==> src/rtl/dibe_consts.svh <==
// register indices, field positions, reset values and step counts of the DES block engine
`ifndef DIBE_CONSTS_SVH
`define DIBE_CONSTS_SVH
`define DIBE_CTRL_IDX 8'hc3
`define DIBE_KEYLOC_IDX 8'hc4
`define DIBE_DATLOC_IDX 8'hc5
`define DIBE_COUNT_IDX 8'hc6
`define DIBE_IV0_IDX 8'hb4
`define DIBE_IV4_IDX 8'hbc
`define DIBE_IRQ_STAT_IDX 8'hc8
`define DIBE_IRQ_CLR_IDX 8'hc9
`define DIBE_IRQ_EN_IDX 8'hca
`define DIBE_BIT_RUN 0
`define DIBE_BIT_RSVD 1
`define DIBE_BIT_DIR 2
`define DIBE_BIT_MODE 3
`define DIBE_BIT_KEYLD 4
`define DIBE_BIT_DONE 5
`define DIBE_BIT_IE 6
`define DIBE_BIT_IRQ 0
`define DIBE_BIT_RST 1'b0
`define DIBE_REG_RST 8'h00
`define DIBE_ROUNDS 5'd16
`define DIBE_KEY_BYTES 3'd7
`define DIBE_KEY_STEP_LAST 5'd2
`define DIBE_BYTE_STEP_LAST 5'd24
`define DIBE_WR_STEP 5'd23
`define DIBE_LOAD_STEP 5'd0
`define DIBE_CAP_STEP 5'd1
`endif

==> src/rtl/dibe_pkg.sv <==
// shared types of the DES block engine
package dibe_pkg;
	typedef enum logic [4:0] {
		DIBE_IDLE = 5'b00001,
		DIBE_BEGIN = 5'b00010,
		DIBE_KEY = 5'b00100,
		DIBE_DATA = 5'b01000,
		DIBE_DONE = 5'b10000
	} dibe_state_type;
endpackage

==> src/rtl/dibe_core.sv <==
// iterative single-DES forward cipher, one round per clock
`timescale 1ns/1ps
`include "dibe_consts.svh"
module dibe_core
	import dibe_pkg::*;
(
	input wire logic i_core_clk, // system clock
	input wire logic i_nrst, // async reset, active low
	input wire logic i_load, // take block and key
	input wire logic [63:0] i_block, // input block
	input wire logic [55:0] i_key, // key, no parity bits
	output logic [63:0] o_block // result, stable 16 edges after load
);
	localparam logic [511:0] IP_T = 512'h3a322a221a120a023c342c241c140c043e362e261e160e0640383028201810083931292119110901_3b332b231b130b033d352d251d150d053f372f271f170f07;
	localparam logic [511:0] FP_T = 512'h2808301038184020270f2f0f37173f1f2606_2e0e36163e1e25052d0d35153d1d24042c0c34143c1c23032b0b33133b1b22022a0a32123a1a2101290931113919;
	localparam logic [511:0] E_T = {384'h200102030405040506070809080_90a0b0c0d0c0d0e0f101110111213141514151617181918191a1b1c1d1c1d1e1f2001, 128'h0};
	localparam logic [511:0] P_T = {256'h1007141_51d0c1c11010f171a05121f0a0208180e201b0309130d1e06160b0419, 256'h0};
	localparam logic [511:0] PC1_T = {448'h393129211911090_13a322a221a120a023b332b231b130b033c342c243f372f271f170f073e362e261e160e063d352d251d150d051c140c04, 64'h0};
	localparam logic [511:0] PC2_T = {384'h0e110b180105031c0f06150a17130c041a081007_1b140d0229341f252f371e28332d21302c31273822352e2a32241d20, 128'h0};
	localparam logic [255:0] SB [8] = '{
		256'he4d12fb83a6c59070f74e2d1a6cb953841e8d62bfc973a50fc8249175b3ea06d,
		256'hf18e6b34972dc05a3d47f28ec01a69b50e7ba4d158c6932fd8a13f42b67c05e9,
		256'ha09e63f51dc7b428d709346a285ecbf1d6498f30b12c5ae71ad069874fe3b52c,
		256'h7de3069a1285bc4fd8b56f03472c1ae9a690cb7df13e52843f06a1d8945bc72e,
		256'h2c417ab6853fd0e9eb2c47d150fa3986421bad78f9c5630eb8c71e2d6f09a453,
		256'hc1af92680d34e75baf427c9561de0b389ef528c3704a1db6432c95fabe17608d,
		256'h4b2ef08d3c975a61d0b749a1e35c2f8614bdc37eaf6805926bd814a7950fe23c,
		256'hd2846fb1a93e50c71fd8a374c56b0e927b419ce206adf35821e74a8dfc90356b
	};
	logic [27:0] c, d, nc, nd;
	logic [31:0] l, r, fo;
	logic [4:0] rnd;
	logic [63:0] key64;
	logic [47:0] sub;
	logic sh;
	logic [63:0] pc1_out;

	// table entries count bits from 1 at the msb of a win-bit input
	function automatic logic [63:0] permute(input logic [63:0] v, input int win, input int wout,
		input logic [511:0] t);
		logic [63:0] o;
		o = '0;
		for (int i = 0; i < wout; i++) begin
			o[wout - 1 - i] = v[win - int'(t[511 - 8 * i -: 8])];
		end
		return o;
	endfunction

	function automatic logic [31:0] feistel(input logic [31:0] rv, input logic [47:0] k);
		logic [63:0] e;
		logic [47:0] x;
		logic [63:0] s;
		logic [5:0] b;
		logic [5:0] ix;
		e = permute({32'h0, rv}, 32, 48, E_T);
		x = e[47:0] ^ k;
		s = '0;
		for (int j = 0; j < 8; j++) begin
			b = x[47 - 6 * j -: 6];
			ix = {b[5], b[0], b[4:1]};
			s[31 - 4 * j -: 4] = SB[j][255 - 4 * int'(ix) -: 4];
		end
		s = permute(s, 32, 32, P_T);
		return s[31:0];
	endfunction

	// seven key bytes become the eight-byte form with zero parity bits
	genvar g;
	generate
		for (g = 0; g < 8; g++) begin : g_par
			assign key64[63 - 8 * g -: 8] = {i_key[55 - 7 * g -: 7], 1'b0};
		end
	endgenerate

	always_comb begin
		logic [63:0] pk;
		pk = '0;
		sh = (rnd == 5'd0) || (rnd == 5'd1) || (rnd == 5'd8) || (rnd == 5'd15);
		nc = sh ? {c[26:0], c[27]} : {c[25:0], c[27:26]};
		nd = sh ? {d[26:0], d[27]} : {d[25:0], d[27:26]};
		pk = permute({8'h00, nc, nd}, 56, 48, PC2_T);
		sub = pk[47:0];
		fo = feistel(r, sub);
	end

	assign pc1_out = permute(key64, 64, 56, PC1_T);
	assign o_block = permute({r, l}, 64, 64, FP_T);

	always_ff @(posedge i_core_clk or negedge i_nrst) begin
		if (!i_nrst) begin
			c <= '0;
			d <= '0;
			l <= '0;
			r <= '0;
			rnd <= `DIBE_ROUNDS;
		end else if (i_load) begin
			{c, d} <= pc1_out[55:0];
			{l, r} <= permute(i_block, 64, 64, IP_T);
			rnd <= 5'd0;
		end else if (rnd != `DIBE_ROUNDS) begin
			c <= nc;
			d <= nd;
			l <= r;
			r <= l ^ fo;
			rnd <= rnd + 5'd1;
		end
	end
endmodule

==> src/rtl/dibe_top.sv <==
// DES in-place block engine: APB registers, RAM sequencer and byte feedback
// Overview of operation
// - one run handles 1 to 256 contiguous bytes; longer messages use several runs.
// - cipher works on 8-byte blocks; feedback modes allow any byte count.
// - key is seven RAM bytes from eight times the key location.
// - data starts at eight times the data location, low three bits zero.
// - each result byte is written back to the address it came from.
// - control bit 3 picks output feedback (0) or cipher feedback (1).
// - control bit 2 picks encryption (0) or decryption (1).
// - key reloads at run start only when control bit 4 is set.
// - completion sets control bit 5 until software clears it.
// - with bit 6 set, completion also sets the shared ADC interrupt flag.
// - hardware updates the IV during runs; software reloads it per message.
// - run lasts 2 + 25 per byte + 21 with key reload, uncontended.
// - RAM accesses share the processor port; contention stretches the run.
// - byte count zero means 256 bytes.
// - eight byte registers hold the IV; register n holds bits 8n+7..8n.
`timescale 1ns/1ps
`include "dibe_consts.svh"
module dibe_top
	import dibe_pkg::*;
(
	input wire logic i_core_clk, // system clock, 250 MHz
	input wire logic i_nrst, // async reset, active low
	input wire logic i_psel, // apb select
	input wire logic i_penable, // apb access phase
	input wire logic i_pwrite, // apb write
	input wire logic [9:0] i_paddr, // apb byte address
	input wire logic [31:0] i_pwdata, // apb write data
	output logic [31:0] o_prdata, // apb read data
	output logic o_pready, // apb ready
	output logic o_pslverr, // apb error, unmapped address
	output logic o_ram_req, // ram access request
	output logic o_ram_we, // ram write, else read
	output logic [15:0] o_ram_addr, // ram byte address
	output logic [7:0] o_ram_wdata, // ram write data
	input wire logic i_ram_gnt, // ram access done at this edge
	input wire logic [7:0] i_ram_rdata, // read data, cycle after grant
	input wire logic i_adc_irq, // adc event pulse
	output logic o_irq // shared interrupt line
);
	localparam logic [7:0] IV0 = `DIBE_IV0_IDX;
	localparam logic [7:0] IV4 = `DIBE_IV4_IDX;

	dibe_state_type state;
	logic [4:0] cnt;
	logic [2:0] kidx;
	logic [7:0] idx;
	logic run_start_busy;
	logic completion_flag;
	logic completion_irq_enable;
	logic key_reload_enable;
	logic feedback_mode_select;
	logic direction_select;
	logic reserved_triple_bit;
	logic [7:0] key_location;
	logic [7:0] data_location;
	logic [7:0] byte_count;
	logic [7:0] init_vector_byte [8];
	logic shared_adc_irq_flag;
	logic shared_adc_irq_enable;
	logic [55:0] key_hold;
	logic [7:0] din;
	logic [63:0] ks_block;
	logic [63:0] iv_vec;
	logic [7:0] ks;
	logic [7:0] fb;
	logic [7:0] last_idx;
	logic [7:0] aidx;
	logic apb_setup;
	logic apb_wr;
	logic aligned;
	logic rd_hit;
	logic [7:0] rd_byte;
	logic [3:0] wr_iv;
	logic stall;
	logic run_end;
	logic core_load;
	logic enter_key;
	logic enter_data;
	logic enter_wr;
	logic [2:0] key_nx;
	logic [7:0] data_nx;
	logic [15:0] key_base;
	logic [15:0] dat_base;

	// bit 3 flags an iv register, bits 2:0 give its byte number
	function automatic logic [3:0] iv_slot(input logic [7:0] ix);
		logic [3:0] s;
		s = 4'h0;
		if (ix[7:2] == IV0[7:2]) begin
			s = {2'b10, ix[1:0]};
		end else if (ix[7:2] == IV4[7:2]) begin
			s = {2'b11, ix[1:0]};
		end
		return s;
	endfunction

	assign apb_setup = i_psel & ~i_penable;
	assign apb_wr = i_psel & i_penable & i_pwrite & o_pready;
	assign aidx = i_paddr[9:2];
	assign aligned = (i_paddr[1:0] == 2'b00);
	assign wr_iv = aligned ? iv_slot(aidx) : 4'h0;

	// register n is byte n of the vector
	generate
		for (genvar n = 0; n < 8; n++) begin : g_iv
			assign iv_vec[8 * n + 7 -: 8] = init_vector_byte[n];
		end
	endgenerate

	assign last_idx = byte_count - 8'h01;
	assign key_base = {5'h00, key_location, 3'h0};
	assign dat_base = {5'h00, data_location, 3'h0};
	assign ks = ks_block[63:56];
	assign stall = o_ram_req & ~i_ram_gnt;

	always_comb begin
		fb = ks;
		if (feedback_mode_select) begin
			fb = direction_select ? din : din ^ ks;
		end
	end

	always_comb begin
		rd_hit = aligned;
		rd_byte = 8'h00;
		if (wr_iv[3]) begin
			rd_byte = init_vector_byte[wr_iv[2:0]];
		end else begin
			unique case (aidx)
				`DIBE_CTRL_IDX: rd_byte = {1'b0, completion_irq_enable, completion_flag,
					key_reload_enable, feedback_mode_select, direction_select,
					reserved_triple_bit, run_start_busy};
				`DIBE_KEYLOC_IDX: rd_byte = key_location;
				`DIBE_DATLOC_IDX: rd_byte = data_location;
				`DIBE_COUNT_IDX: rd_byte = byte_count;
				`DIBE_IRQ_STAT_IDX: rd_byte = {7'h00, shared_adc_irq_flag};
				`DIBE_IRQ_CLR_IDX: rd_byte = 8'h00;
				`DIBE_IRQ_EN_IDX: rd_byte = {7'h00, shared_adc_irq_enable};
				default: rd_hit = 1'b0;
			endcase
		end
		if (!aligned) begin
			rd_hit = 1'b0;
		end
	end

	// apb answers with one wait-free access phase
	always_ff @(posedge i_core_clk or negedge i_nrst) begin
		if (!i_nrst) begin
			o_pready <= 1'b0;
			o_prdata <= 32'h0000_0000;
			o_pslverr <= 1'b0;
		end else begin
			o_pready <= apb_setup;
			o_pslverr <= apb_setup & ~rd_hit;
			if (apb_setup) begin
				o_prdata <= {24'h00_0000, rd_byte};
			end
		end
	end

	// control register: key-reload, mode, direction and reserved bits frozen while a run is active; bits 5 and 6 stay writable
	always_ff @(posedge i_core_clk or negedge i_nrst) begin
		if (!i_nrst) begin
			run_start_busy <= `DIBE_BIT_RST;
			completion_flag <= `DIBE_BIT_RST;
			completion_irq_enable <= `DIBE_BIT_RST;
			key_reload_enable <= `DIBE_BIT_RST;
			feedback_mode_select <= `DIBE_BIT_RST;
			direction_select <= `DIBE_BIT_RST;
			reserved_triple_bit <= `DIBE_BIT_RST;
		end else begin
			if (apb_wr && aligned && aidx == `DIBE_CTRL_IDX) begin
				completion_irq_enable <= i_pwdata[`DIBE_BIT_IE];
				completion_flag <= i_pwdata[`DIBE_BIT_DONE];
				if (!run_start_busy) begin
					key_reload_enable <= i_pwdata[`DIBE_BIT_KEYLD];
					feedback_mode_select <= i_pwdata[`DIBE_BIT_MODE];
					direction_select <= i_pwdata[`DIBE_BIT_DIR];
					reserved_triple_bit <= i_pwdata[`DIBE_BIT_RSVD];
				end
				if (i_pwdata[`DIBE_BIT_RUN]) begin
					run_start_busy <= 1'b1;
				end
			end
			if (run_end) begin
				run_start_busy <= 1'b0;
				completion_flag <= 1'b1;
			end
		end
	end

	always_ff @(posedge i_core_clk or negedge i_nrst) begin
		if (!i_nrst) begin
			key_location <= `DIBE_REG_RST;
			data_location <= `DIBE_REG_RST;
			byte_count <= `DIBE_REG_RST;
		end else if (apb_wr && aligned && !run_start_busy) begin
			if (aidx == `DIBE_KEYLOC_IDX) begin
				key_location <= i_pwdata[7:0];
			end
			if (aidx == `DIBE_DATLOC_IDX) begin
				data_location <= i_pwdata[7:0];
			end
			if (aidx == `DIBE_COUNT_IDX) begin
				byte_count <= i_pwdata[7:0];
			end
		end
	end

	// iv: software owns it between runs, hardware shifts it during one
	always_ff @(posedge i_core_clk or negedge i_nrst) begin
		if (!i_nrst) begin
			for (int n = 0; n < 8; n++) begin
				init_vector_byte[n] <= `DIBE_REG_RST;
			end
		end else if (state == DIBE_DATA && cnt == `DIBE_BYTE_STEP_LAST) begin
			init_vector_byte[0] <= fb;
			for (int n = 1; n < 8; n++) begin
				init_vector_byte[n] <= init_vector_byte[n - 1];
			end
		end else if (apb_wr && wr_iv[3] && !run_start_busy) begin
			init_vector_byte[wr_iv[2:0]] <= i_pwdata[7:0];
		end
	end

	// shared interrupt flag: a new event wins over a clear in the same cycle
	always_ff @(posedge i_core_clk or negedge i_nrst) begin
		if (!i_nrst) begin
			shared_adc_irq_flag <= `DIBE_BIT_RST;
			shared_adc_irq_enable <= `DIBE_BIT_RST;
			o_irq <= 1'b0;
		end else begin
			if (apb_wr && aligned && aidx == `DIBE_IRQ_CLR_IDX && i_pwdata[`DIBE_BIT_IRQ]) begin
				shared_adc_irq_flag <= 1'b0;
			end
			if (apb_wr && aligned && aidx == `DIBE_IRQ_EN_IDX) begin
				shared_adc_irq_enable <= i_pwdata[`DIBE_BIT_IRQ];
			end
			if ((run_end && completion_irq_enable) || i_adc_irq) begin
				shared_adc_irq_flag <= 1'b1;
			end
			o_irq <= shared_adc_irq_flag & shared_adc_irq_enable;
		end
	end

	// run sequencer; steps stall while a ram request waits
	always_ff @(posedge i_core_clk or negedge i_nrst) begin
		if (!i_nrst) begin
			state <= DIBE_IDLE;
			cnt <= 5'd0;
			kidx <= 3'd0;
			idx <= 8'h00;
		end else begin
			unique case (state)
				DIBE_IDLE: begin
					if (run_start_busy) begin
						state <= DIBE_BEGIN;
					end
				end
				DIBE_BEGIN: begin
					state <= key_reload_enable ? DIBE_KEY : DIBE_DATA;
					cnt <= 5'd0;
					kidx <= 3'd0;
					idx <= 8'h00;
				end
				DIBE_KEY: begin
					if (!stall) begin
						if (cnt == `DIBE_KEY_STEP_LAST) begin
							cnt <= 5'd0;
							if (kidx == `DIBE_KEY_BYTES - 3'd1) begin
								state <= DIBE_DATA;
							end else begin
								kidx <= kidx + 3'd1;
							end
						end else begin
							cnt <= cnt + 5'd1;
						end
					end
				end
				DIBE_DATA: begin
					if (!stall) begin
						if (cnt == `DIBE_BYTE_STEP_LAST) begin
							cnt <= 5'd0;
							if (idx == last_idx) begin
								state <= DIBE_DONE;
							end else begin
								idx <= idx + 8'h01;
							end
						end else begin
							cnt <= cnt + 5'd1;
						end
					end
				end
				DIBE_DONE: begin
					state <= DIBE_IDLE;
				end
				default: begin
					state <= DIBE_IDLE;
				end
			endcase
		end
	end

	assign enter_key = (state == DIBE_BEGIN && key_reload_enable) ||
		(state == DIBE_KEY && cnt == `DIBE_KEY_STEP_LAST && kidx != `DIBE_KEY_BYTES - 3'd1);
	assign enter_data = (state == DIBE_BEGIN && !key_reload_enable) ||
		(state == DIBE_KEY && cnt == `DIBE_KEY_STEP_LAST && kidx == `DIBE_KEY_BYTES - 3'd1) ||
		(state == DIBE_DATA && cnt == `DIBE_BYTE_STEP_LAST && idx != last_idx);
	assign enter_wr = state == DIBE_DATA && cnt == `DIBE_WR_STEP - 5'd1;
	assign key_nx = (state == DIBE_BEGIN) ? 3'd0 : kidx + 3'd1;
	assign data_nx = (state == DIBE_DATA) ? idx + 8'h01 : 8'h00;
	// ram port: a request holds until granted
	always_ff @(posedge i_core_clk or negedge i_nrst) begin
		if (!i_nrst) begin
			o_ram_req <= 1'b0;
			o_ram_we <= 1'b0;
			o_ram_addr <= 16'h0000;
			o_ram_wdata <= 8'h00;
		end else if (enter_key) begin
			o_ram_req <= 1'b1;
			o_ram_we <= 1'b0;
			o_ram_addr <= key_base + {13'h0000, key_nx};
		end else if (enter_data) begin
			o_ram_req <= 1'b1;
			o_ram_we <= 1'b0;
			o_ram_addr <= dat_base + {8'h00, data_nx};
		end else if (enter_wr) begin
			o_ram_req <= 1'b1;
			o_ram_we <= 1'b1;
			o_ram_wdata <= din ^ ks;
		end else if (i_ram_gnt) begin
			o_ram_req <= 1'b0;
			o_ram_we <= 1'b0;
		end
	end

	// key is kept across runs unless reloaded
	always_ff @(posedge i_core_clk or negedge i_nrst) begin
		if (!i_nrst) begin
			key_hold <= 56'h0;
			din <= 8'h00;
		end else begin
			if (state == DIBE_KEY && cnt == `DIBE_CAP_STEP) begin
				key_hold <= {key_hold[47:0], i_ram_rdata};
			end
			if (state == DIBE_DATA && cnt == `DIBE_CAP_STEP) begin
				din <= i_ram_rdata;
			end
		end
	end
	assign core_load = state == DIBE_DATA && cnt == `DIBE_LOAD_STEP && !stall;
	assign run_end = state == DIBE_DATA && !stall && cnt == `DIBE_BYTE_STEP_LAST && idx == last_idx;

	dibe_core u_core (
		.i_core_clk(i_core_clk),
		.i_nrst(i_nrst),
		.i_load(core_load),
		.i_block(iv_vec),
		.i_key(key_hold),
		.o_block(ks_block)
	);
endmodule

==> config.mk <==
export PLATFORM = sky130hd
export DESIGN_NAME = dibe_top
export DESIGN_NICKNAME = d
export VERILOG_FILES = /design/src/rtl/dibe_pkg.sv /design/src/rtl/dibe_core.sv /design/src/rtl/dibe_top.sv
export VERILOG_INCLUDE_DIRS = /design/src /design/src/rtl
export SDC_FILE = /design/constraint.sdc
export NUM_CORES = 1
export LEC_CHECK = 0
export ABC_CLOCK_PERIOD_IN_PS = 4600
export BUFFER_PORTS_ARGS = -buffer_cell sky130_fd_sc_hd__buf_2
export CELL_PAD_IN_SITES_DETAIL_PLACEMENT = 1
export CELL_PAD_IN_SITES_GLOBAL_PLACEMENT = 2
export CORE_MARGIN = 2
export CORE_UTILIZATION = 40
export DETAILED_ROUTE_END_ITERATION = 6
export HOLD_SLACK_MARGIN = 0.12
export PLACE_DENSITY_LB_ADDON = 0.1
export SYNTH_ARGS = -nofsm -noshare
export SYNTH_HDL_FRONTEND = slang
export SYNTH_SLANG_ARGS = --single-unit
==> constraint.sdc <==
create_clock -name i_core_clk -period 4.6 [get_ports i_core_clk]
set_input_delay 0.23 -clock i_core_clk [delete_from_list [all_inputs] [get_ports i_core_clk]]
set_output_delay 0.23 -clock i_core_clk [all_outputs]
set_load 0.005 [all_outputs]
==> results of run 1 <==
flip-flops by register name, indices dropped and copies added, names as in the netlist, 12 cells and up:
| signal | cells |
|---|---|
| o_ram_addr | 12 |
| key_hold | 56 |
| u_core.c | 28 |
| u_core.l | 32 |
| u_core.r | 32 |
| init_vector_byte | 64 |
| u_core.d | 28 |
synthesized netlist by cell type (10+ instances only):
library cell / count
o221ai_1: 11
nand3_1: 73
o211ai_1: 24
a22oi_1: 63
ha_1: 79
o21ai_0: 154
a211oi_1: 23
a221oi_1: 19
xnor2_1: 70
mux2_2: 121
a311oi_1: 10
buf_1: 12
a31oi_1: 64
and3_1: 22
dfrtp_1: 338
or3_1: 13
nor2_1: 203
mux2i_1: 116
a21oi_1: 171
a32oi_1: 13
buf_4: 35
o22ai_1: 17
xor2_1: 52
o31ai_1: 12
buf_2: 24
nand2_1: 395
nand2b_1: 14
nor2b_1: 24
o21ai_1: 15
inv_1: 34
mux2i_4: 13
clkbuf_1: 130
nor3_1: 62
xnor2_2: 22
power by group through the flow:
stage,registers (uW),logic (uW),clock network [uW]
final,4570,15800,3540
after global routing,4640,17400,3750
after CTS,4560,15700,3630
after detailed placement,4610,15600,0
after global placement,4580,15200,0
after floorplan,4090,11700,0
layout by cell type, fill, tap and decap left out, types with 10 or more instances in the layout:
cell           Yosys  routed
o22ai_1           17      17
or3_1             13      13
nand2b_1          14      14
nor2_1           203     201
xor2_1            52      52
buf_4             35     105
a32oi_1           13      13
o211ai_1          24      24
o21ai_0          154     154
o31ai_1           12      12
buf_2             24      64
a22oi_1           63      63
a21oi_1          171     171
xnor2_1           70      69
clkbuf_16          0      43
o21ai_1           15      15
mux2_2           121     121
dfrtp_1          338     338
o221ai_1          11      10
inv_1             34      34
nor2b_1           24      24
mux2i_1          116     116
nand3_1           73      72
a31oi_1           64      64
a221oi_1          19      19
dlygate4sd3_1      0      24
mux2i_4           13      13
nor3_1            62      62
ha_1              79      79
and3_1            22      22
a311oi_1          10      10
conb_1             1      28
a211oi_1          23      23
xnor2_2           22      23
nand2_1          395     395
what timing repair did:
item,CTS,global route
setup endpoints to repair,0,26
hold endpoints to repair,149,0
hold buffers,24,0
resized for setup,0,1
setup buffers,0,10
routing by layer:
| layer | vias to the layer above | track usage [%] | wire length [um] |
|---|---|---|---|
| met5 | - | 0 | 0 |
| met4 | 0 | 7.77 | 2310 |
| met3 | 110 | 2.78 | 2580 |
| met2 | 374 | 46.2 | 40000 |
| met1 | 10400 | 35.9 | 36400 |
| li1 | 9473 | - | - |
tightest hold or removal path, cell delays in order:
cell and delay [ns]:
buf_2 0.13, nor2_1 0.09, nand4_1 0.10, mux2_2 0.15
kinds of logic (layout without fill, tap and decap cells):
family                     Yosys count  in the layout  synth area share [%]
buffers and inverters              250            318                  5.07
AOI/OAI and AO/OA                  678            678                  18.7
adders and majority gates           81             81                  4.35
xor gates and xnor gates           155            155                  7.02
other                                1             28                0.0160
and+or+nand+nor                    858            858                  16.0
muxes                              257            257                  12.5
DFF                                340            340                  36.3
cell type report:
type | count | share of cell area [%]
Multi-Input combinational cell | 2057 | 52.4
Sequential cell | 340 | 32.1
Timing Repair Buffer | 203 | 5.82
Clock buffer | 58 | 4.57
Tap cell | 765 | 3.61
Clock inverter | 17 | 0.920
Inverter | 40 | 0.576
through the flow:
stage                     hold slack [ns]  power [uW]
after floorplan                   -0.0656       15700
after global placement              0.284       19700
after detailed placement            0.289       20200
after CTS                           0.125       23900
after global routing                0.164       25800
final                               0.145       23900
worst max path at each step:
stage,start,to,slack (ns)
finish,u_core.rnd[0],u_core.r[3],0.28
global route,u_core.rnd[0],u_core.r[12],0.0004
CTS,u_core.rnd[0],u_core.r[20],0.05
detailed placement,u_core.rnd[0],u_core.r[20],0.08
global placement,u_core.rnd[0],u_core.r[20],0.14
floorplan,u_core.rnd[0],u_core.r[10],0.52
==> flow_metrics.py, run 1 <==
metrics = {
    "sta": {
        "worstMarginPinSlew_ns": 1.07,
        "finalSetupTns_ns": 0,
        "fin_skew_ns": 0.0292,
        "rsz0062_at_grt": "false",
        "final_max_slew_viol_count": 0,
        "relSlewSlack_pct": 28.4,
        "finalHoldViolCount": 0,
        "fin_crit_sh_pct": 94.0,
        "max_freq_ghz": 0.231,
        "setup_viol_count_final": 0,
        "setup_ws_ns": 0.277,
        "final.min_clock_period_ns": 4.32,
    },
    "routing": {
        "ant_nets": 0,
        "vias": 20400,
        "drt-initial-drc-count": 1265,
        "wl_per_cell_um": 23.4,
        "post-route-drc-count": 0,
        "avgViaCountPerCell": 5.85,
        "first_pass_iters": 5,
        "routed_wl_um": 81300,
    },
    "worst_setup_path": {
        "reg2reg_from": "u_core.rnd[0]",
        "rrSetupSlack_ns": 0.28,
        "worstPathArrival_ns": 4.78,
        "startpoint_type": "register",
        "crit_required_ns": 5.05,
        "r2r-end": "u_core.r[3]",
        "cpPeakStageDelay_ns": 0.57,
        "worstPathMaxFanout": 10,
        "critPathBufInv": 3,
        "crit_top_cell": "ha_1",
        "slowest_stage": "ha_1",
        "endpoint_kind": "register",
        "critPathKind": "reg2reg",
        "crit_chain": "ha_1, and3_1, ha_1, nor2_1, o2bb2ai_4, buf_12, mux2i_2, buf_4, xnor2_2, ha_1, inv_1, a21oi_1, o21ai_0, a31oi_1, xor2_1, a2bb2oi_1, a21oi_1",
        "crit_family": "compound AO/OA/AOI/OAI gates",
        "rr_worst_depth": 17,
        "path_depth": 17,
    },
    "logic_synthesis": {
        "synth-seq-cells": 340,
        "syn_avg_cell_area_sq_um": 8.95,
        "synth.yosys.seq_area_share_pct": 36.3,
        "syn_area_sq_um": 23400,
        "async_flop_share_pct": 100,
        "netlist_top_cells_area": "dfrtp_1, nand2_1, mux2_2",
        "synth.distinct_cells": 102,
        "netlist.top_cell.by_area": "dfrtp_1",
        "synth_cells": 2620,
        "ys.flop_type": "dfrtp_1",
        "synth_top_area_share_pct": 36.1,
        "synth_edf_count": 0,
        "yosysWarningCount": 0,
    },
    "flow_run": {
        "maxCapViolations": 0,
    },
    "power": {
        "power.density_nw_per_um2": 902,
        "p_int_uw": 12400,
        "pwr-share-clk_pct": 14.8,
        "p_seq_share_pct": 19.1,
        "vdd_drop_max_mv": 0.527,
        "p_leak_uw": 0.0119,
        "p_sw_share_pct": 48.2,
        "combPwrFrac_pct": 66.1,
        "power.switching_uw": 11500,
    },
    "global_route": {
        "overflow": 0,
        "antenna_found_initial": 1,
        "track_usage_pct": 26.9,
        "grt_pass1_wl_um": 127000,
        "grt_pass1_vias": 20900,
        "grt_max_degree": 119,
    },
    "placement": {
        "finalWeightedCongestion": 0.849,
        "post-place-ws_ns": 0.0775,
        "port_buffers": 65,
        "dpl.cell_count": 3371,
        "hpwl_um": 58600,
        "post_dp_cell_area_sq_um": 24700,
    },
    "finish": {
        "stdcell_area_sq_um": 26500,
        "register_area_sq_um": 8510,
        "post_route_cells_drive_above_1_share_pct": 17.1,
        "synthToLayoutAreaGrowth_pct": 13.1,
        "diodes": 0,
        "final_core_util_pct": 45.9,
        "multiInputGateArea_sq_um": 13900,
        "stdcell_count": 3480,
        "fill_cells": 6649,
        "fin_nets": 2822,
    },
    "die": {
        "start_util_pct": 40.5,
        "die_area_sq_um": 60500,
        "rows": 88,
        "dieWidth_um": 246,
        "pin_count": 118,
        "core_sq_um": 57800,
        "die_y_um": 246,
    },
    "worst_hold_path": {
        "min_to": "shared_adc_irq_enable",
        "hold_start": "i_paddr[4]",
        "whs_path_depth": 4,
        "hold_path_class": "in2reg",
    },
    "cts": {
        "cts_tree": "done",
        "numCtsBuffers": 43,
        "clkSlewWorstSetupHoldPaths_ns": 0.06,
        "numClockSinks": 340,
        "clockBufferDepth": 3,
        "clk_latency_ns": 0.60,
        "clockRootBuffer": "clkbuf_16",
        "h-tree-depth": 2,
    },
    "status": {
        "status": "completed",
    },
}
No activity file was read; power rests on OpenSTA's default activity.
==> run 2, diff against run 1 <==
--- a/config.mk
+++ b/config.mk
@@ -15,6 +15,7 @@
 export DETAILED_ROUTE_END_ITERATION = 6
 export HOLD_SLACK_MARGIN = 0.12
 export PLACE_DENSITY_LB_ADDON = 0.1
+export REMOVE_ABC_BUFFERS = 1
 export SYNTH_ARGS = -nofsm -noshare
 export SYNTH_HDL_FRONTEND = slang
 export SYNTH_SLANG_ARGS = --single-unit
==> run 2 against run 1 <==
  * Hold slack improved by 0.015 ns
  * Highest routed layer is now met5
  * Sequential cell count unchanged
  * Sequential share of layout area increased by 0.12 points
  * First-iteration DRC count decreased by 12%
  * Critical path depth unchanged
  * Non-clock buffer count decreased by 15
  * Wire length decreased by 0.31%
  * Via count decreased by 0.15%
  * Clock power decreased by 3%
  * Die area unchanged
  * Sequential power increased by 0.9%
  * Clock skew increased by 0.0056 ns
==> flow_metrics.py, run 2 (same netlist as run 1, synthesis figures left out) <==
metrics = {
    "status": {
        "status": "completed",
    },
    "worst_setup_path": {
        "reg2reg_from": "u_core.rnd[0]",
        "worstPathArrival_ns": 4.84,
        "rrSetupSlack_ns": 0.20,
        "worstPathMaxFanout": 14,
        "r2r-end": "u_core.r[24]",
        "critPathKind": "reg2reg",
        "startpoint_type": "register",
        "setup.worst_path.end": "u_core.r[24]",
        "endpoint_kind": "register",
        "crit_required_ns": 5.04,
        "rr_worst_depth": 17,
        "worstSetupStartpoint": "u_core.rnd[0]",
    },
    "routing": {
        "ant_nets": 0,
        "avgViaCountPerCell": 5.87,
        "first_pass_iters": 5,
        "routed_wl_um": 81000,
        "wl_per_cell_um": 23.4,
        "drt-initial-drc-count": 1111,
        "vias": 20300,
        "post-route-drc-count": 0,
    },
    "die": {
        "pin_count": 118,
        "die_y_um": 246,
        "die_area_sq_um": 60500,
        "dieWidth_um": 246,
        "start_util_pct": 40.5,
        "rows": 88,
        "core_sq_um": 57800,
    },
    "sta": {
        "worstMarginPinSlew_ns": 1.12,
        "final_max_slew_viol_count": 0,
        "fin_skew_ns": 0.0348,
        "setup_ws_ns": 0.203,
        "max_freq_ghz": 0.227,
        "setup_viol_count_final": 0,
        "rsz0062_at_grt": "false",
        "relSlewSlack_pct": 25.0,
        "hold-worst-slack_ns": 0.160,
        "finalHoldViolCount": 0,
        "final.min_clock_period_ns": 4.40,
        "fin_crit_sh_pct": 95.6,
    },
    "power": {
        "p_total_uw": 23900,
        "pwr-share-clk_pct": 14.3,
        "p_leak_uw": 0.0118,
        "combPwrFrac_pct": 66.4,
        "power.switching_uw": 11700,
        "p_int_uw": 12200,
        "power.density_nw_per_um2": 906,
        "p_sw_share_pct": 48.9,
        "vdd_drop_max_mv": 0.530,
        "p_seq_share_pct": 19.2,
    },
    "cts": {
        "clockRootBuffer": "clkbuf_16",
        "cts_tree": "done",
        "numCtsBuffers": 42,
        "h-tree-depth": 2,
        "clk_latency_ns": 0.60,
        "numClockSinks": 340,
        "clockBufferDepth": 3,
        "clkSlewWorstSetupHoldPaths_ns": 0.06,
    },
    "placement": {
        "hpwl_um": 58400,
        "port_buffers": 65,
        "post-place-ws_ns": 0.0882,
        "finalWeightedCongestion": 0.854,
        "dpl.cell_count": 3366,
    },
    "finish": {
        "largest_reg_flops": 64,
        "post_route_cells_drive_above_1_share_pct": 16.9,
        "fin_nets": 2806,
        "stdcell_count": 3465,
        "diodes": 0,
        "final_cell_mix": "nand2_1, dfrtp_1, nor2_1",
        "top_regs": "init_vector_byte x64, key_hold x56",
        "final_common_cell": "nand2_1",
        "largest-register": "init_vector_byte",
        "synthToLayoutAreaGrowth_pct": 12.7,
    },
    "global_route": {
        "overflow": 0,
        "grt_pass1_vias": 21100,
        "grt_max_degree": 208,
        "antenna_found_initial": 2,
        "track_usage_pct": 26.8,
        "grt_pass1_wl_um": 126000,
    },
    "flow_run": {
        "maxCapViolations": 0,
    },
    "worst_hold_path": {
        "hold_path_class": "in2reg",
    },
}
## run 2: changes by cell type in the layout (fill, tap and decap cells not counted), sizes merged
cell,delta
clkinv,-3
bufinv,-3
clkinvlp,+2
buf,-15
clkbuf,+5
inv,-1
## run 2: repair_timing
action,CTS,global route
hold buffers,24,0
gates resized for setup,0,17
endpoints found under the setup margin,0,24
hold endpoints to repair,133,0
setup buffers,0,0
## run 2: layout make-up
class,count,area [sq um]
Clock buffer,63,1240
Clock inverter,12,163
Fill cell,6646,31400
Inverter,40,153
Multi-Input combinational cell,2057,14000
Sequential cell,340,8510
Tap cell,765,957
Timing Repair Buffer,188,1400
## run 2: worst min path at each step
stage | endpoint | cells after the start | slack (ns) | start
after global routing | shared_adc_irq_enable | 4 | 0.17 | i_paddr[4]
final | shared_adc_irq_enable | 4 | 0.16 | i_paddr[4]
after detailed placement | o_ram_wdata[1] | 1 | 0.23 | i_nrst
after floorplan | byte_count[0] | 0 | -0.07 | i_nrst
after CTS | shared_adc_irq_enable | 4 | 0.13 | i_paddr[4]
after global placement | o_ram_wdata[1] | 1 | 0.23 | i_nrst
## run 2: worst max-delay path, stage by stage (launching register included)
cell	delay (ns)
dfrtp_1	0.42
ha_1	0.26
and3_1	0.21
ha_1	0.29
nor2_4	0.19
o2bb2ai_4	0.25
buf_12	0.22
buf_4	0.16
mux2i_1	0.32
xnor2_2	0.19
buf_4	0.21
ha_1	0.21
mux2_2	0.27
mux2i_1	0.24
xnor2_1	0.16
o22ai_1	0.09
nor4_1	0.41
o21ai_1	0.14
## run 2: power groups by stage
stage / logic [uW] / registers, uW / clock network, uW
after floorplan: 11000 / 4240 / 0
after global placement: 15200 / 4600 / 0
after detailed placement: 15600 / 4630 / 0
after CTS: 15800 / 4590 / 3500
after global routing: 17500 / 4670 / 3610
final: 15900 / 4610 / 3430
## run 2: layer usage
| layer | global-route usage, % | share of wire (%) |
|---|---|---|
| met5 | 0 | 0.026 |
| met4 | 8.66 | 3.3 |
| met3 | 3.56 | 3.5 |
| met2 | 44.6 | 48 |
| met1 | 36.0 | 45 |
## run 2: per-stage QoR
step	instance area [sq um]	setup TNS, ns	utilization [%]
after global routing	26400	0	45.7
after global placement	24700	0	42.7
after floorplan	22500	-303.54	-
after detailed placement	24700	0	42.7
final	26400	0	45.7
after CTS	26300	0	45.5
==> run 3, diff against run 2 <==
--- a/config.mk
+++ b/config.mk
@@ -6,12 +6,14 @@
 export SDC_FILE = /design/constraint.sdc
 export NUM_CORES = 1
 export LEC_CHECK = 0
+export ABC_AREA = 1
 export ABC_CLOCK_PERIOD_IN_PS = 4600
 export BUFFER_PORTS_ARGS = -buffer_cell sky130_fd_sc_hd__buf_2
 export CELL_PAD_IN_SITES_DETAIL_PLACEMENT = 1
 export CELL_PAD_IN_SITES_GLOBAL_PLACEMENT = 2
 export CORE_MARGIN = 2
-export CORE_UTILIZATION = 40
+export CORE_UTILIZATION = 36
+export CTS_CLUSTER_DIAMETER = 200
 export DETAILED_ROUTE_END_ITERATION = 6
 export HOLD_SLACK_MARGIN = 0.12
 export PLACE_DENSITY_LB_ADDON = 0.1
==> run 3 against run 2 <==
  * Sequential cell count did not move
  * Wire length up 18%
  * Hold slack lost 0.020 ns
  * Sequential share of layout area grew 0.68 points
  * Clock power increased by 4%
  * Maximum frequency is 11% higher
  * Sequential power down 4%
  * Final cell count is 22% higher
  * Design area shrank 2.1%
  * Largest cell class unchanged
  * Area after synthesis decreased by 1.1%
  * Synthesized cell count up 26%
==> flow_metrics.py, run 3 <==
metrics = {
    "sta": {
        "setup_ws_ns": 0.631,
        "setup_viol_count_final": 0,
        "fin_skew_ns": 0.0341,
        "max_freq_ghz": 0.252,
        "rsz0062_at_grt": "false",
        "finalSetupTns_ns": 0,
        "final_max_slew_viol_count": 0,
        "final.min_clock_period_ns": 3.97,
        "finalHoldViolCount": 0,
        "fin_crit_sh_pct": 86.3,
        "relSlewSlack_pct": 9.53,
        "worstMarginPinSlew_ns": 1.36,
    },
    "logic_synthesis": {
        "synthSimpleGateAreaFrac_pct": 32.5,
        "synth_top_family_by_area": "simple AND/OR/NAND/NOR gates",
        "async_flop_share_pct": 100,
        "synth_xor_xnor_area_share_pct": 1.38,
        "ys.flop_type": "dfrtp_1",
        "muxShareOfSynthArea_pct": 0,
        "synth_compound_area_share_pct": 13.9,
        "yosysWarningCount": 0,
        "synthTopCellsByCount": "nand2_1, nand3_1, inv_1, dfrtp_1, o21ai_0",
        "synth-seq-cells": 340,
        "netlist_top_cells_area": "dfrtp_1, nand2_1, nand3_1",
        "syn_avg_cell_area_sq_um": 7.02,
        "synth.yosys.seq_area_share_pct": 36.7,
        "netlist.top_cell.by_area": "dfrtp_1",
        "synth.most_common_cell": "nand2_1",
        "synthAdderAreaFrac_pct": 4.35,
        "syn_area_sq_um": 23200,
        "synth_edf_count": 0,
        "synth_top_area_share_pct": 36.5,
        "synth.distinct_cells": 50,
        "synth_cells": 3302,
    },
    "routing": {
        "first_pass_iters": 5,
        "avgViaCountPerCell": 5.52,
        "drt-initial-drc-count": 1655,
        "ant_nets": 0,
        "wl_per_cell_um": 22.5,
        "vias": 23300,
        "routed_wl_um": 95300,
        "post-route-drc-count": 0,
    },
    "global_route": {
        "grt_max_degree": 114,
        "overflow": 0,
        "grt_pass1_wl_um": 147000,
        "grt_pass1_vias": 24000,
        "track_usage_pct": 28.5,
        "antenna_found_initial": 1,
    },
    "placement": {
        "post-place-ws_ns": 0.673,
        "hpwl_um": 71200,
        "finalWeightedCongestion": 0.895,
        "port_buffers": 65,
    },
    "status": {
        "status": "completed",
    },
    "finish": {
        "synthToLayoutAreaGrowth_pct": 11.6,
        "final_cell_mix": "nand2_1, nand3_1, inv_1",
        "largest_reg_flops": 64,
        "fin_nets": 3478,
        "top_regs": "init_vector_byte x64, key_hold x56",
        "diodes": 0,
        "largest-register": "init_vector_byte",
        "post_route_cells_drive_above_1_share_pct": 8.00,
        "final_common_cell": "nand2_1",
        "fill_cells": 8166,
    },
    "worst_hold_path": {
        "whs_path_depth": 5,
        "hold_path_class": "in2reg",
        "min_to": "shared_adc_irq_enable",
        "hold_start": "i_pwrite",
    },
    "worst_setup_path": {
        "worstPathArrival_ns": 4.44,
        "r2r-end": "u_core.r[24]",
        "critPathKind": "reg2reg",
        "endpoint_kind": "register",
        "worstPathMaxFanout": 50,
        "startpoint_type": "register",
        "rr_worst_depth": 21,
        "crit_required_ns": 5.07,
        "rrSetupSlack_ns": 0.63,
        "reg2reg_from": "u_core.rnd[0]",
    },
    "power": {
        "p_leak_uw": 0.0133,
        "p_seq_share_pct": 20.7,
        "combPwrFrac_pct": 62.6,
        "power.switching_uw": 11600,
        "vdd_drop_max_mv": 0.349,
        "p_sw_share_pct": 54.3,
        "power.density_nw_per_um2": 825,
        "pwr-share-clk_pct": 16.7,
        "p_int_uw": 9760,
    },
    "cts": {
        "h-tree-depth": 2,
        "clockRootBuffer": "clkbuf_16",
        "clk_latency_ns": 0.61,
        "numCtsBuffers": 44,
        "numClockSinks": 340,
        "clkSlewWorstSetupHoldPaths_ns": 0.06,
        "clockBufferDepth": 3,
        "cts.repair.resized": 0,
        "cts_tree": "done",
    },
    "die": {
        "die_y_um": 258,
        "start_util_pct": 36.2,
        "core_sq_um": 64000,
        "pin_count": 118,
        "die_area_sq_um": 66400,
        "dieWidth_um": 258,
        "rows": 93,
    },
    "flow_run": {
        "maxCapViolations": 0,
    },
}
-- run 3: cell types whose count changed after synthesis, moves of 54 or more --
cell / before / now
a21oi_1: 171 / 48
clkbuf_1: 130 / 64
mux2i_1: 116 / 0
nor2_1: 203 / 104
a22oi_1: 63 / 8
a31oi_1: 64 / 10
o221ai_1: 11 / 141
nand2_1: 395 / 1017
mux2_2: 121 / 0
inv_1: 34 / 436
nand3_1: 73 / 534
xnor2_1: 70 / 5
-- run 3: what timing repair did --
| action | CTS | global route |
|---|---|---|
| buffers inserted | 0 | 0 |
| hold buffers | 25 | 0 |
| endpoints found under the hold margin | 167 | 0 |
-- run 3: worst max-delay path by stage --
stage / slack [ns] / depth (start not counted) / from / end
3_3_place_gp: 0.77 / 19 / u_core.rnd[0] / u_core.r[8]
4_1_cts: 0.63 / 21 / u_core.rnd[0] / u_core.r[24]
2_1_floorplan: -1.15 / 9 / cnt[0] / u_core.c[10]
6_report: 0.63 / 21 / u_core.rnd[0] / u_core.r[24]
5_1_grt: 0.31 / 21 / u_core.rnd[0] / u_core.r[24]
3_5_place_dp: 0.67 / 21 / u_core.rnd[0] / u_core.r[24]
-- run 3: per-layer routing --
metal | vias up | track usage (%) | share of wire [%]
li1 | 11000 | - | -
met1 | 11700 | 39.7 | 47
met2 | 485 | 47.4 | 47
met3 | 117 | 3.02 | 3.9
met4 | 2 | 6.68 | 2.2
met5 | - | 0 | 0.014
-- run 3: metrics by stage --
step | instances | util, % | cell area [sq um] | power (uW) | hold WS, ns
2_1_floorplan | 3176 | - | 22400 | 13300 | -0.0656
3_3_place_gp | 4125 | 37.7 | 24100 | 17400 | 0.405
3_5_place_dp | 4125 | 37.7 | 24100 | 17800 | 0.416
4_1_cts | 4228 | 40.4 | 25900 | 21400 | 0.124
5_1_grt | 4228 | 40.4 | 25900 | 23300 | 0.153
6_report | 4228 | 40.4 | 25900 | 21400 | 0.140
-- run 3: critical path, stage by stage (launching register included) --
cell	delay (ns)
dfrtp_1	0.46
inv_1	0.07
ha_1	0.20
inv_1	0.07
nand2_1	0.07
nand2_2	0.10
buf_4	0.53
nand3_1	0.24
nand2_1	0.22
nand2_1	0.08
nand2_1	0.25
ha_1	0.31
inv_1	0.11
nand2_1	0.15
nand3_1	0.18
nand2_1	0.08
nand2_1	0.05
nand3_1	0.25
nand2_1	0.16
nand2_1	0.06
nand3_1	0.09
nand2_1	0.06
-- run 3: cells by family after synthesis --
| family | count (synthesis) |
|---|---|
| buffers and inverters | 615 |
| AND/OR/NAND/NOR | 1755 |
| adder cells (fa/ha/maj) | 80 |
| flip-flops | 340 |
| other | 1 |
| XOR/XNOR | 27 |
| AO/OA/AOI/OAI | 484 |
-- run 3: power groups by stage --
stage	combinational (uW)	clock [uW]	sequential, uW
floorplan	9130	0	4160
global placement	13000	0	4420
detailed placement	13300	0	4450
CTS	13400	3620	4400
global route	15100	3730	4490
finish	13400	3560	4420
-- run 3: final cells by class --
cell class / count / area (sq um) / share of cell area [%]
multi-input combinational: 2374 / 12200 / 47.2
clock inverter: 15 / 189 / 0.730
tap: 855 / 1070 / 4.14
sequential: 340 / 8510 / 32.9
timing repair buffer: 119 / 853 / 3.30
clock buffer: 63 / 1290 / 5.00
inverter: 462 / 1740 / 6.71
